[src/rtl/dwfl_pkg.sv]
// Shared constants, types and helpers for the dual watchdog and fault log
package dwfl_pkg;

  // ---------------------------------------------------------------
  // Sizes
  // ---------------------------------------------------------------
  localparam int REG_W   = 8;   // Register width
  localparam int NUM_WD  = 2;   // Independent watchdogs
  localparam int NUM_GI  = 4;   // General inputs
  localparam int NUM_PO  = 8;   // Programmable outputs
  localparam int NUM_VIN = 6;   // Monitored voltage inputs
  localparam int NUM_FLT = 3;   // Fault registers
  localparam int CNT_W   = 32;  // Interval counter width

  // ---------------------------------------------------------------
  // Register map
  // ---------------------------------------------------------------
  localparam logic [REG_W-1:0] WD_SEL_ADDR [NUM_WD]  = '{8'h3c, 8'h3e};
  localparam logic [REG_W-1:0] WD_PER_ADDR [NUM_WD]  = '{8'h3d, 8'h3f};
  localparam logic [REG_W-1:0] FLT_ADDR    [NUM_FLT] = '{8'h60, 8'h61, 8'h62};
  localparam int FLT_PRI = 0;  // Primary threshold faults
  localparam int FLT_SEC = 1;  // Secondary threshold faults
  localparam int FLT_EVT = 2;  // Watchdog, input and manual reset faults

  // ---------------------------------------------------------------
  // Field layouts and reset values
  // ---------------------------------------------------------------
  localparam int GI_LSB      = 0;  // Input select: general input
  localparam int GI_W        = 2;
  localparam int PO_LSB      = 2;  // Input select: programmable output
  localparam int PO_W        = 3;
  localparam int DEP_LSB     = 5;  // Input select: dependency
  localparam int DEP_W       = 2;
  localparam int INIT_EN_BIT = 7;  // Input select: initial period enable
  localparam int NORM_LSB    = 0;  // Period: normal code
  localparam int INIT_LSB    = 3;  // Period: initial code
  localparam int PER_W       = 3;
  localparam int WD_EN_BIT   = 6;  // Period: watchdog enable
  localparam int EVT_WD_LSB  = 0;  // Event faults: watchdog bits
  localparam int EVT_GI_LSB  = 2;  // Event faults: general input bits
  localparam int EVT_MR_BIT  = 6;  // Event faults: manual reset bit
  localparam logic [REG_W-1:0] PER_MASK  = 8'h7f;
  localparam logic [REG_W-1:0] VOLT_MASK = 8'h3f;
  localparam logic [REG_W-1:0] EVT_MASK  = 8'h7f;
  localparam logic [REG_W-1:0] SEL_RST   = 8'h00;
  localparam logic [REG_W-1:0] PER_RST   = 8'h00;
  localparam logic [REG_W-1:0] FLT_RST   = 8'h00;

  // Dependency codes
  localparam logic [DEP_W-1:0] DEP_BOTH_A  = 2'h0;
  localparam logic [DEP_W-1:0] DEP_PO_ONLY = 2'h1;
  localparam logic [DEP_W-1:0] DEP_GI_ONLY = 2'h2;
  localparam logic [DEP_W-1:0] DEP_BOTH_B  = 2'h3;

  // ---------------------------------------------------------------
  // Timing
  // ---------------------------------------------------------------
  localparam real CLK_PERIOD_NS  = 100.0;  // 10 MHz reference
  localparam real NS_PER_MS      = 1.0e6;
  localparam real BASE_PERIOD_MS = 6.25;   // Shortest timeout
  localparam int  BASE_PERIOD_CYCLES =
    int'($floor(BASE_PERIOD_MS * NS_PER_MS / CLK_PERIOD_NS));
  localparam int  STEP_SHIFT     = 2;      // Each code step is four times longer

  typedef enum logic [1:0] {WDS_OFF, WDS_INIT, WDS_NORMAL} dwfl_wd_state_e;

  // Cycles in one interval for a period code
  function automatic logic [CNT_W-1:0] dwfl_period_cycles(
    input logic [PER_W-1:0] code,
    input logic [CNT_W-1:0] base
  );
    dwfl_period_cycles = base << (STEP_SHIFT * code);
  endfunction

  // One-hot flag for a general input code
  function automatic logic [NUM_GI-1:0] dwfl_onehot_gi(input logic [GI_W-1:0] sel);
    dwfl_onehot_gi = {{(NUM_GI-1){1'b0}}, 1'b1} << sel;
  endfunction

endpackage

[src/rtl/dwfl_top.sv]
// Dual watchdog supervisor with clear-on-read fault log and register port
`timescale 1ns/1ps
module dwfl_top import dwfl_pkg::*; #(
  parameter logic [CNT_W-1:0] BASE_CYCLES = CNT_W'(BASE_PERIOD_CYCLES)
) (
  // Clock and reset
  input  wire logic               ref_clk,
  input  wire logic               reset_n,
  // Register port behind the serial interface
  input  wire logic [REG_W-1:0]   reg_addr,
  input  wire logic [REG_W-1:0]   reg_wdata,
  input  wire logic               reg_wr,
  input  wire logic               reg_rd,
  output logic      [REG_W-1:0]   reg_rdata,
  output logic                    reg_ack,
  output logic                    reg_err,
  // Supervised signals
  input  wire logic [NUM_GI-1:0]  general_input,
  input  wire logic [NUM_PO-1:0]  programmable_output,
  input  wire logic               manual_reset_input_n,
  input  wire logic [NUM_VIN-1:0] primary_threshold_fault_in,
  input  wire logic [NUM_VIN-1:0] secondary_threshold_fault_in,
  // Watchdog results
  output logic      [NUM_WD-1:0]  watchdog_timeout,
  output logic      [NUM_WD-1:0]  watchdog_fault
);

  // ---------------------------------------------------------------
  // Decode helper
  // ---------------------------------------------------------------
  // Address match, shared by every register decode
  function automatic logic addr_is(
    input logic [REG_W-1:0] a,
    input logic [REG_W-1:0] ref_a
  );
    addr_is = (a == ref_a);
  endfunction

  localparam int NUM_RD = NUM_WD + NUM_FLT;  // Readable register groups

  // ---------------------------------------------------------------
  // Declarations
  // ---------------------------------------------------------------
  logic [NUM_WD-1:0][REG_W-1:0]  sel_ff, nxt_sel;   // Input select registers
  logic [NUM_WD-1:0][REG_W-1:0]  per_ff, nxt_per;   // Period and enable registers
  logic [NUM_GI-1:0]             gi_prev_ff;        // General inputs last cycle
  logic [NUM_PO-1:0]             po_prev_ff;        // Outputs last cycle
  logic                          mr_prev_ff;        // Manual reset last cycle
  logic [REG_W-1:0]              rdata_ff;          // Read data
  logic                          ack_ff, err_ff;    // Answer flags
  logic [NUM_WD-1:0]             wd_to;             // Timeout pulses
  logic [NUM_WD-1:0]             wd_flt;            // Fault levels
  logic [NUM_WD-1:0]             sel_wr, per_wr;    // Write strobes
  logic [NUM_WD-1:0]             wd_hit;            // Watchdog address hit
  logic [NUM_FLT-1:0]            flt_hit;           // Fault address hit
  logic [NUM_WD:0][NUM_GI-1:0]   gi_acc;            // Input fault fold
  logic [NUM_RD:0][REG_W-1:0]    rd_acc;            // Read data fold
  logic [NUM_FLT-1:0][REG_W-1:0] flt_set;           // Fault events
  logic [NUM_FLT-1:0][REG_W-1:0] flt_flags;         // Stored faults

  // ---------------------------------------------------------------
  // Activity detection
  // ---------------------------------------------------------------
  // Inputs are synchronous, so a plain compare finds every toggle
  wire [NUM_GI-1:0] gi_chg    = general_input ^ gi_prev_ff;
  wire [NUM_PO-1:0] po_chg    = programmable_output ^ po_prev_ff;
  wire              mr_active = !manual_reset_input_n;
  // Reset event restarts every enabled watchdog, in its initial period only where that is enabled
  wire              mr_rise   = mr_active && !mr_prev_ff;

  // Previous-value registers
  always_ff @(posedge ref_clk or negedge reset_n) begin
    if (!reset_n) begin
      gi_prev_ff <= '0;
      po_prev_ff <= '0;
      mr_prev_ff <= 1'b0;
    end else begin
      gi_prev_ff <= general_input;
      po_prev_ff <= programmable_output;
      mr_prev_ff <= mr_active;
    end
  end

  // ---------------------------------------------------------------
  // Watchdogs and their configuration
  // ---------------------------------------------------------------
  assign gi_acc[0] = '0;

  for (genvar g = 0; g < NUM_WD; g++) begin : g_wd
    wire [GI_W-1:0]  gi_sel  = sel_ff[g][GI_LSB +: GI_W];
    wire [PO_W-1:0]  po_sel  = sel_ff[g][PO_LSB +: PO_W];
    wire [DEP_W-1:0] dep     = sel_ff[g][DEP_LSB +: DEP_W];
    wire             uses_gi = (dep != DEP_PO_ONLY);

    // Own register pair per watchdog
    assign sel_wr[g]  = reg_wr && addr_is(reg_addr, WD_SEL_ADDR[g]);
    assign per_wr[g]  = reg_wr && addr_is(reg_addr, WD_PER_ADDR[g]);
    assign wd_hit[g]  = addr_is(reg_addr, WD_SEL_ADDR[g]) || addr_is(reg_addr, WD_PER_ADDR[g]);
    assign nxt_sel[g] = sel_wr[g] ? reg_wdata : sel_ff[g];
    // Unused top bit never stored, so it reads zero
    assign nxt_per[g] = per_wr[g] ? (reg_wdata & PER_MASK) : per_ff[g];

    // Timed-out watchdog also flags the general input it watches
    assign gi_acc[g+1] = gi_acc[g] |
                         ((wd_to[g] && uses_gi) ? dwfl_onehot_gi(gi_sel) : '0);

    // Read term for this register pair
    assign rd_acc[g+1] = rd_acc[g] |
      (addr_is(reg_addr, WD_SEL_ADDR[g]) ? sel_ff[g] : '0) |
      (addr_is(reg_addr, WD_PER_ADDR[g]) ? per_ff[g] : '0);

    dwfl_watchdog #(
      .BASE_CYCLES (BASE_CYCLES)
    ) u_wd (
      .ref_clk     (ref_clk),
      .reset_n     (reset_n),
      .enable      (per_ff[g][WD_EN_BIT]),
      .init_enable (sel_ff[g][INIT_EN_BIT]),
      .dep         (dep),
      .init_code   (per_ff[g][INIT_LSB +: PER_W]),
      .norm_code   (per_ff[g][NORM_LSB +: PER_W]),
      .gi_edge     (gi_chg[gi_sel]),
      .po_edge     (po_chg[po_sel]),
      .reset_event (mr_rise),
      .timeout     (wd_to[g]),
      .fault       (wd_flt[g])
    );
  end

  assign watchdog_timeout = wd_to;
  assign watchdog_fault   = wd_flt;

  // Configuration registers; cleared so watchdogs start disabled
  always_ff @(posedge ref_clk or negedge reset_n) begin
    if (!reset_n) begin
      sel_ff <= {NUM_WD{SEL_RST}};
      per_ff <= {NUM_WD{PER_RST}};
    end else begin
      sel_ff <= nxt_sel;
      per_ff <= nxt_per;
    end
  end

  // ---------------------------------------------------------------
  // Fault log
  // ---------------------------------------------------------------
  // Voltage faults are levels; flag rises again while still low
  assign flt_set[FLT_PRI] = REG_W'(primary_threshold_fault_in) & VOLT_MASK;
  assign flt_set[FLT_SEC] = REG_W'(secondary_threshold_fault_in) & VOLT_MASK;
  // Watchdog, input and manual reset events share one register
  assign flt_set[FLT_EVT] = ((REG_W'(wd_to) << EVT_WD_LSB) |
                             (REG_W'(gi_acc[NUM_WD]) << EVT_GI_LSB) |
                             (REG_W'(mr_active) << EVT_MR_BIT)) & EVT_MASK;

  for (genvar f = 0; f < NUM_FLT; f++) begin : g_flt
    assign flt_hit[f]          = addr_is(reg_addr, FLT_ADDR[f]);
    assign rd_acc[NUM_WD+f+1]  = rd_acc[NUM_WD+f] | (flt_hit[f] ? flt_flags[f] : '0);
  end

  // Any fault read clears every flag in the same edge that captures data
  wire flt_clear = reg_rd && (|flt_hit);

  dwfl_fault_log u_log (
    .ref_clk    (ref_clk),
    .reset_n    (reset_n),
    .flag_set   (flt_set),
    .flag_clear (flt_clear),
    .flags      (flt_flags)
  );

  // ---------------------------------------------------------------
  // Register port answer
  // ---------------------------------------------------------------
  assign rd_acc[0] = '0;
  wire rd_hit  = (|wd_hit) || (|flt_hit);
  // Fault registers take no writes; such a write is refused
  wire wr_hit  = |wd_hit;
  wire bad_req = (reg_rd && !rd_hit) || (reg_wr && !wr_hit);

  // Answer one cycle after the request; unmapped reads return zero
  always_ff @(posedge ref_clk or negedge reset_n) begin
    if (!reset_n) begin
      rdata_ff <= '0;
      ack_ff   <= 1'b0;
      err_ff   <= 1'b0;
    end else begin
      rdata_ff <= reg_rd ? rd_acc[NUM_RD] : rdata_ff;
      ack_ff   <= reg_rd || reg_wr;
      err_ff   <= bad_req;
    end
  end

  assign reg_rdata = rdata_ff;
  assign reg_ack   = ack_ff;
  assign reg_err   = err_ff;
endmodule

[src/rtl/dwfl_fault_log.sv]
// Sticky clear-on-read fault flag storage
`timescale 1ns/1ps
module dwfl_fault_log import dwfl_pkg::*; (
  // Clock and reset
  input  wire logic                            ref_clk,
  input  wire logic                            reset_n,
  // Events and clear
  input  wire logic [NUM_FLT-1:0][REG_W-1:0]   flag_set,
  input  wire logic                            flag_clear,
  // Stored flags
  output logic      [NUM_FLT-1:0][REG_W-1:0]   flags
);

  // ---------------------------------------------------------------
  // Flag storage
  // ---------------------------------------------------------------
  logic [NUM_FLT-1:0][REG_W-1:0] flags_ff;   // Volatile, lost at reset
  logic [NUM_FLT-1:0][REG_W-1:0] nxt_flags;  // Next flag value

  // Set wins over clear so an event in the read cycle survives
  assign nxt_flags = (flags_ff & ~{(NUM_FLT*REG_W){flag_clear}}) | flag_set;
  assign flags     = flags_ff;

  // Flag register
  always_ff @(posedge ref_clk or negedge reset_n) begin
    if (!reset_n) begin
      flags_ff <= {NUM_FLT{FLT_RST}};
    end else begin
      flags_ff <= nxt_flags;
    end
  end
endmodule

[src/rtl/dwfl_watchdog.sv]
// One watchdog timer with initial and normal intervals
`timescale 1ns/1ps
module dwfl_watchdog import dwfl_pkg::*; #(
  parameter logic [CNT_W-1:0] BASE_CYCLES = CNT_W'(BASE_PERIOD_CYCLES)
) (
  // Clock and reset
  input  wire logic             ref_clk,
  input  wire logic             reset_n,
  // Configuration
  input  wire logic             enable,
  input  wire logic             init_enable,
  input  wire logic [DEP_W-1:0] dep,
  input  wire logic [PER_W-1:0] init_code,
  input  wire logic [PER_W-1:0] norm_code,
  // Activity
  input  wire logic             gi_edge,
  input  wire logic             po_edge,
  input  wire logic             reset_event,
  // Results
  output logic                  timeout,
  output logic                  fault
);

  localparam logic [CNT_W-1:0] CNT_ONE = {{(CNT_W-1){1'b0}}, 1'b1};

  // ---------------------------------------------------------------
  // State
  // ---------------------------------------------------------------
  dwfl_wd_state_e   state_ff, nxt_state;  // Interval phase
  logic [CNT_W-1:0] cnt_ff, nxt_cnt;      // Cycles into interval
  logic             en_prev_ff;           // Enable last cycle
  logic             gi_seen_ff, po_seen_ff; // Source toggled this interval
  logic             timeout_ff, fault_ff;

  // ---------------------------------------------------------------
  // Clearing and expiry
  // ---------------------------------------------------------------
  wire need_gi  = (dep != DEP_PO_ONLY);
  wire need_po  = (dep != DEP_GI_ONLY);
  wire running  = enable && (state_ff != WDS_OFF);
  wire start    = enable && (!en_prev_ff || reset_event);
  wire relevant = (need_gi && gi_edge) || (need_po && po_edge);
  wire gi_ok    = !need_gi || gi_seen_ff || gi_edge;
  wire po_ok    = !need_po || po_seen_ff || po_edge;
  // Every source that the dependency code needs must have toggled inside one interval
  wire kick     = running && !start && relevant && gi_ok && po_ok;
  wire [PER_W-1:0] act_code = (state_ff == WDS_INIT) ? init_code : norm_code;
  wire [CNT_W-1:0] limit    = dwfl_period_cycles(act_code, BASE_CYCLES);
  wire expire   = running && !start && !kick && (cnt_ff == limit - CNT_ONE);
  wire restart  = start || kick || expire;

  // Initial period only when enabled for it, then normal until the next start
  assign nxt_state = !enable ? WDS_OFF :
                     start ? (init_enable ? WDS_INIT : WDS_NORMAL) :
                     (kick || expire) ? WDS_NORMAL : state_ff;
  assign nxt_cnt   = (!running || restart) ? '0 : cnt_ff + CNT_ONE;
  assign timeout   = timeout_ff;
  assign fault     = fault_ff;

  // Phase and counter
  always_ff @(posedge ref_clk or negedge reset_n) begin
    if (!reset_n) begin
      state_ff <= WDS_OFF;
      cnt_ff   <= '0;
    end else begin
      state_ff <= nxt_state;
      cnt_ff   <= nxt_cnt;
    end
  end

  // Toggle memory, pulse and fault level; clearing wins over expiry
  always_ff @(posedge ref_clk or negedge reset_n) begin
    if (!reset_n) begin
      en_prev_ff <= 1'b0;
      gi_seen_ff <= 1'b0;
      po_seen_ff <= 1'b0;
      timeout_ff <= 1'b0;
      fault_ff   <= 1'b0;
    end else begin
      en_prev_ff <= enable;
      gi_seen_ff <= (!running || restart) ? 1'b0 : (gi_seen_ff || gi_edge);
      po_seen_ff <= (!running || restart) ? 1'b0 : (po_seen_ff || po_edge);
      timeout_ff <= expire;
      fault_ff   <= expire ? 1'b1 : ((kick || start || !enable) ? 1'b0 : fault_ff);
    end
  end
endmodule

[config.mk]
export PLATFORM = sky130hd
export DESIGN_NAME = dwfl_top
export DESIGN_NICKNAME = d
export VERILOG_FILES = /design/src/rtl/dwfl_pkg.sv /design/src/rtl/dwfl_top.sv /design/src/rtl/dwfl_fault_log.sv /design/src/rtl/dwfl_watchdog.sv
export SDC_FILE = /design/constraint.sdc
export NUM_CORES = 1
export LEC_CHECK = 0
export BUFFER_PORTS_ARGS = -buffer_cell sky130_fd_sc_hd__buf_2
export CAP_MARGIN = 20
export CORE_ASPECT_RATIO = 0.9
export CORE_MARGIN = 8
export CORE_UTILIZATION = 55
export CTS_CLUSTER_DIAMETER = 200
export DETAILED_ROUTE_END_ITERATION = 10
export PLACE_DENSITY = 0.7
export REMOVE_ABC_BUFFERS = 1
export SLEW_MARGIN = 20
export SYNTH_ARGS = -nofsm -noshare
export SYNTH_HDL_FRONTEND = slang
export SYNTH_SLANG_ARGS = --single-unit
[constraint.sdc]
create_clock -name ref_clk -period 6.1 [get_ports ref_clk]
set_clock_uncertainty 0.05 [all_clocks]
set_input_delay 0.305 -clock ref_clk [delete_from_list [all_inputs] [get_ports ref_clk]]
set_output_delay 0.305 -clock ref_clk [all_outputs]
set_load 0.02 [all_outputs]
Word level (Yosys, flattened, before mapping):

Index checks and enable logic that the tools add are counted.

* $add $sub $neg: 4
* $mul: 0
* divide/modulo/power cells: 0
* magnitude comparators: 4
* equal/unequal tests: 17
* shifts and indexed selects: 4
* mux-type cells: 37
* bitwise logic cells: 14
* reduce and logical (&&, ||, !) cells: 85

Operators by type and width (number)
* 32-bit by 1-bit adder with 32-bit output (second input constant): 2
* 32-bit == test: 2
* 32-bit two-way mux: 2
* 16-bit by 4-bit left shift with 32-bit output (first input constant): 2
* 32-bit by 1-bit subtractor with 32-bit output (second input constant): 2
* 8-bit two-way mux: 5
* 8-bit by 6-bit == test with 1-bit output (second input constant): 4
* 8-bit OR: 4
* 1-bit logical OR: 31
* 1-bit logical AND: 30
* 24-bit bitwise AND: 1
* 8-bit by 7-bit == test with 1-bit output (second input constant): 3
* 24-bit inverter: 1
* 24-bit by 23-bit OR with 24-bit output: 1
* 1-bit logical NOT: 18
* 2-bit two-way mux: 8
* 8-bit by 7-bit OR with 8-bit output: 2
* 7-bit two-way mux: 2
* 1-bit two-way mux: 12
* 3-bit by 4-bit less-than comparator with 1-bit output (second input constant): 2
* 4-bit two-way mux: 2
* 2-bit nonzero test: 4
* 1-bit by 2-bit left shift with 4-bit output (first input constant): 2
* 8-bit XOR: 1
* other kinds (14): 22

* bits in registers: 155
* latch bits: 0
* bits in writable memories: 0
* bits in read-only memories: 0
* input bits: 45
* logic and storage cells: 192
* memories: 0

Longest topological paths before layout:

* depth in word-level cells: 16
* depth in mapped cells: 19

By module:

A second synthesis with hierarchy kept.

* cells, all modules: 1096
* area, all modules: 10775.3 µm²

Modules (own cells, without submodules)
* dwfl_watchdog at g_wd[1].u_wd: instances 1, cells each 419, area an instance 3663.5 µm², sequential area each 975.9 µm²
* dwfl_watchdog at g_wd[0].u_wd: instances 1, cells each 381, area an instance 3445.8 µm², sequential area each 975.9 µm²
* dwfl_top: instances 1, cells each 245, area an instance 2854.0 µm², sequential area each 1326.3 µm²
* dwfl_fault_log: instances 1, cells each 51, area an instance 812.0 µm², sequential area each 600.6 µm²

Worst setup path before layout:

Ideal clock, no wire load.

* kind: reg-to-reg
* start point: reg per_ff[13] (netlist bit)
* end point: reg g_wd[1].u_wd.cnt_ff[10]
* arrival time: 4.265 ns
* path slack: 1.648 ns
* cell stages (with the launch flop): 19
* path buffers: 4
* clock period less this slack: 4.452 ns
* cells stage by stage: dfrtp_1 clkbuf_1 and3b_1 a21o_1 buf_2 inv_2 buf_2 ha_1 inv_1 ha_1 xnor2_1 nor4b_1 nand4_1 a2111oi_0 nand4b_1 or4b_4 nor4b_4 buf_6 nor3_1

* cells in the longest elaborated chain, start to end: 8

Ends and longest elaborated chain
* start: declaration: RTL line dwfl_top.sv:45 `logic [NUM_WD-1:0][REG_W-1:0] per_ff, nxt_per;`
* start signal: assignment: RTL line dwfl_top.sv:137 `per_ff <= {NUM_WD{PER_RST}};`
* start signal: assignment: RTL line dwfl_top.sv:140 `per_ff <= nxt_per;`
* 3-bit two-way mux: RTL line dwfl_watchdog.sv:47 `wire [PER_W-1:0] act_code = (state_ff == WDS_INIT) ? init_code : norm_code;`
* 16-bit by 4-bit left shift with 32-bit output: RTL line dwfl_pkg.sv:72 `dwfl_period_cycles = base << (STEP_SHIFT * code);`
* 32-bit by 1-bit subtractor with 32-bit output: RTL line dwfl_watchdog.sv:49 `wire expire = running && !start && !kick && (cnt_ff == limit - CNT_ONE);`
* 32-bit == test: RTL line dwfl_watchdog.sv:49
* 1-bit logical AND: RTL line dwfl_watchdog.sv:49
* 1-bit logical OR: RTL line dwfl_watchdog.sv:50 `wire restart = start || kick || expire;`
* 1-bit logical OR: RTL line dwfl_watchdog.sv:56 `assign nxt_cnt = (!running || restart) ? '0 : cnt_ff + CNT_ONE;`
* 32-bit two-way mux: RTL line dwfl_watchdog.sv:56
* via g_wd[1].u_wd.nxt_cnt[10]: RTL line dwfl_watchdog.sv:30 `logic [CNT_W-1:0] cnt_ff, nxt_cnt;`
* end signal: assignment: RTL line dwfl_watchdog.sv:67 `cnt_ff <= nxt_cnt;`
* end: declaration: RTL line dwfl_watchdog.sv:30

The timed path passes the listed nets, and every way through them passes these cells.
A chain may end at the register's enable or synchronous reset.

Worst setup path after layout:

* start point: reg g_wd[1].u_wd.state_ff[1]
* end point: reg g_wd[1].u_wd.cnt_ff[16]

* cells in the longest elaborated chain, start to end: 12
* elaborated cells on any way between the ends: 19
* those cells by class: 1 x add/sub; 2 x eq/ne; 1 x shift; 2 x mux; 13 x reduce/logical

Ends and longest elaborated chain
* start: declaration: RTL line dwfl_watchdog.sv:29 `dwfl_wd_state_e state_ff, nxt_state;`
* start signal: assignment: RTL line dwfl_watchdog.sv:66 `state_ff <= nxt_state;`
* parallel branches: the longest is 10 deep, another holds 32-bit by 1-bit subtractor with 32-bit output
* 1-bit logical OR (*): RTL line dwfl_watchdog.sv:56
* 32-bit two-way mux (*): RTL line dwfl_watchdog.sv:56
* via g_wd[1].u_wd.nxt_cnt[16]: RTL line dwfl_watchdog.sv:30

Mark *: on every way through the listed nets, which the timed path passes.

==> results.sh <==
export IMPL_grt_pass1_wl_um=41800
export IMPL_antenna_found_initial=0
export IMPL_grt_overflow=0
export IMPL_arrival_ps=5570
export IMPL_reg2reg_slack_ps=750
export IMPL_worstReg2RegEnd="g_wd[1].u_wd.cnt_ff[16]"
export IMPL_synth_top_flop_cell="dfrtp_1"
export IMPL_synth_edf_count=0
export IMPL_synthTopCellsByArea="dfrtp_1 39%, xor2_1 5.8%, nor3_1 4.2%"
export IMPL_die_y_um=143
export IMPL_crit_fanout=32
export IMPL_end_kind="flop"
export IMPL_ff2ff_path_depth=15
export IMPL_p_leak_nw=4.70
export IMPL_fin_crit_sh_pct=87.6
export IMPL_vdd_drop_max_mv=0.210
export IMPL_drive_above_1_share_pct=14.0
export IMPL_hold_start="primary_threshold_fault_in[5]"
export IMPL_cp_slowest_cell="or4b_4"
export IMPL_status="complete, no violations"
export IMPL_dieArea_um2=22500
export IMPL_die_w_um=157
export IMPL_wl_um=25800
export IMPL_synth_common_cells="155 x dfrtp_1, 92 x nand2_1, 82 x nor3_1"
export IMPL_route_detailed_drc=0
export IMPL_routed_wl_met3_um=1720
export IMPL_yosysSeqAreaShare_pct=39.4
export IMPL_cap_violations=0
export IMPL_fillCellCount=1489
export IMPL_synth_most_common_cell="dfrtp_1"
export IMPL_path_cells="nand2b_4 -> a21oi_1 -> ha_1 -> ha_1 -> inv_1 -> ha_1 -> xnor2_1 -> nor4b_1 -> nand4_1 -> a2111oi_0 -> nand4b_1 -> or4b_4 -> nor4b_4 -> buf_4 -> nor3_1"
export IMPL_antenna_left=0
export IMPL_cp_slowest_stage_delay_ps=600
export IMPL_hold_viol_final=0
export IMPL_fin_util_pct=63.2
export IMPL_max_slew_margin_pct=35.1
export IMPL_syn_to_final_growth_pct=12.9
export IMPL_start_util_pct=55.9
export IMPL_cts_tree="yes"
export IMPL_synth_top_area_share_pct=39.4
export IMPL_drt_iter0_drc=816
export IMPL_r2r_start="g_wd[1].u_wd.state_ff[1]"
export IMPL_path_class="flop to flop"
export IMPL_portBuffers=58
export IMPL_core_um2=17600
export IMPL_top_layer="met4"
export IMPL_syn_area_um2=9850
export IMPL_tightest_slew_ps=974
export IMPL_root_buffer="clkbuf_16"
export IMPL_routabilityCongestion=0.922
export IMPL_viasPerCell=6.05
export IMPL_path_clk_slew_ps=70
export IMPL_yosys_warnings=0
export IMPL_ys_types=83
export IMPL_crit_required_ps=6330
export IMPL_antenna_cells=0
export IMPL_finalSetupViolations=0
export IMPL_p_per_area_nw_per_um2=224
export IMPL_clock_sinks=155
export IMPL_clock_path_buffers=2
export IMPL_yosys_area_top_type="dfrtp_1"
export IMPL_wl_met1_um=12400
export IMPL_firstDrtPassIters=5
export IMPL_start_kind="flop"
export IMPL_fin_nets=1167
export IMPL_timing_final_ws_setup_ps=755
export IMPL_cts_setup_buffers=0
export IMPL_num_rows=46
export IMPL_grt_pass1_vias=7832
export IMPL_clock_latency_ps=430
export IMPL_synth_avg_cell_area_um2=9.38
export IMPL_fin_tns_setup_ps=0
export IMPL_route_met2_wl_um=11100
export IMPL_clock_fmax_mhz=187
export IMPL_crit_top_cell="ha_1"
export IMPL_io_pins=59
export IMPL_rsz0062_at_grt="false"
export IMPL_syn_inst=1050
export IMPL_ys_ff_latch=155
export IMPL_via_count=8176
export IMPL_dp_hpwl_um=18300
export IMPL_htree_levels=4
export IMPL_finalMaxSlewViolations=0
export IMPL_numCtsBuffers=17
export IMPL_async_flop_share_pct=100
export IMPL_wl_per_cell_um=19.1
export IMPL_min_path_cells=2
export IMPL_period_minus_slack_ps=5350
export IMPL_hold_path_class="input port to flop"
export IMPL_grt_total_usage_pct=23.7
export IMPL_pre_cts_slack_ps=822
export IMPL_grt_start_max_net_pins=105
export IMPL_hold_end="u_log.flags[5]"
==> sequential cells by signal (all words and copies together), names as in the netlist, 4 cells and up <==
register / cells
per_ff: 14
u_log.flags: 24
reg_rdata: 8
g_wd.u_wd.state_ff: 4
g_wd.po_sel: 6
g_wd.dep: 4
g_wd.u_wd.cnt_ff: 64
po_prev_ff: 8
g_wd.gi_sel: 4
gi_prev_ff: 4
==> cell type report <==
type	instances	area (um^2)	share of cell area [%]
multi-input combinational	792	5550	49.9
sequential	155	3880	34.9
timing repair buffer	92	622	5.59
clock buffer	19	443	3.98
tap	240	300	2.70
clock inverter	13	181	1.63
inverter	40	150	1.35
==> critical path, delay by kind of cell (launching register included) <==
kind / cells / cell delay (ps)
xor gates and xnor gates: 1 / 130
buffers and inverters: 2 / 560
AOI/OAI and AO/OA: 2 / 870
and+or+nand+nor: 7 / 1880
DFF: 1 / 460
adders and majority gates: 3 / 1220
==> power breakdown <==
group	internal [mW]	leakage [nW]	switching [mW]
combinational	0.117	2.38	0.171
sequential	1.05	2.02	0.0279
clock	0.667	0.303	0.460
==> layer usage <==
metal / up-vias / GRT usage, %
met2: 279 / 34.7
met1: 3944 / 34.0
met3: 40 / 4.29
met4: 0 / 9.46
li1: 3913 / -
met5: - / 0
==> worst max path at each step <==
| stage | slack (ps) | to | from |
|---|---|---|---|
| 3_3_place_gp | 980 | g_wd[1].u_wd.cnt_ff[1] | g_wd[1].u_wd.state_ff[1] |
| 3_5_place_dp | 820 | g_wd[1].u_wd.cnt_ff[2] | g_wd[1].u_wd.state_ff[1] |
| 4_1_cts | 790 | g_wd[1].u_wd.cnt_ff[16] | g_wd[1].u_wd.state_ff[1] |
| 2_1_floorplan | 1040 | g_wd[1].u_wd.state_ff[0] | g_wd[1].u_wd.state_ff[1] |
| 6_report | 750 | g_wd[1].u_wd.cnt_ff[16] | g_wd[1].u_wd.state_ff[1] |
| 5_1_grt | 320 | g_wd[1].u_wd.cnt_ff[16] | g_wd[1].u_wd.state_ff[1] |
==> stage by stage <==
stage / power (mW) / hold WS [ps] / cells / instance area [um^2]
CTS: 2.51 / 1.04 / 1351 / 11100
detailed placement: 1.37 / 393 / 1296 / 10300
finish: 2.49 / 23.7 / 1351 / 11100
floorplan: 1.26 / -40.6 / 987 / 9570
global placement: 1.37 / 391 / 1296 / 10300
global route: 2.58 / 15.4 / 1351 / 11100
==> kinds of logic after synthesis <==
group | share of synthesized area (%)
flip-flops | 39.4
XOR/XNOR | 10.1
AND/OR/NAND/NOR | 22.5
buffers and inverters | 4.39
AO/OA/AOI/OAI | 12.9
adder cells (fa/ha/maj) | 3.25
multiplexers | 7.45
==> timing repair <==
action,4_1_cts,5_1_grt
hold buffers,23,0
resized for setup,0,0
endpoints found under the hold margin,41,0
endpoints found under the setup margin,0,0
==> cells in the final DEF (no fill, tap or decap), types with 7 or more instances in the layout <==
master	count
dlygate4sd3_1	23
a21o_1	17
and3_1	22
xnor2_1	41
inv_1	38
nor3_1	82
ha_1	24
nand4_1	18
nor4_1	13
mux2_2	31
dfrtp_1	155
xor2_1	65
a211oi_1	12
nand3_1	37
o21ai_0	27
o211ai_1	9
mux2i_1	19
nand3b_1	7
nand2_1	92
clkbuf_16	17
a31oi_1	10
mux4_2	8
nor2_1	61
and2_1	11
a21oi_1	34
or3_1	14
buf_2	57
nand2b_1	12
buf_4	10
nor2b_1	8
No activity file was read; power rests on OpenSTA's default activity.
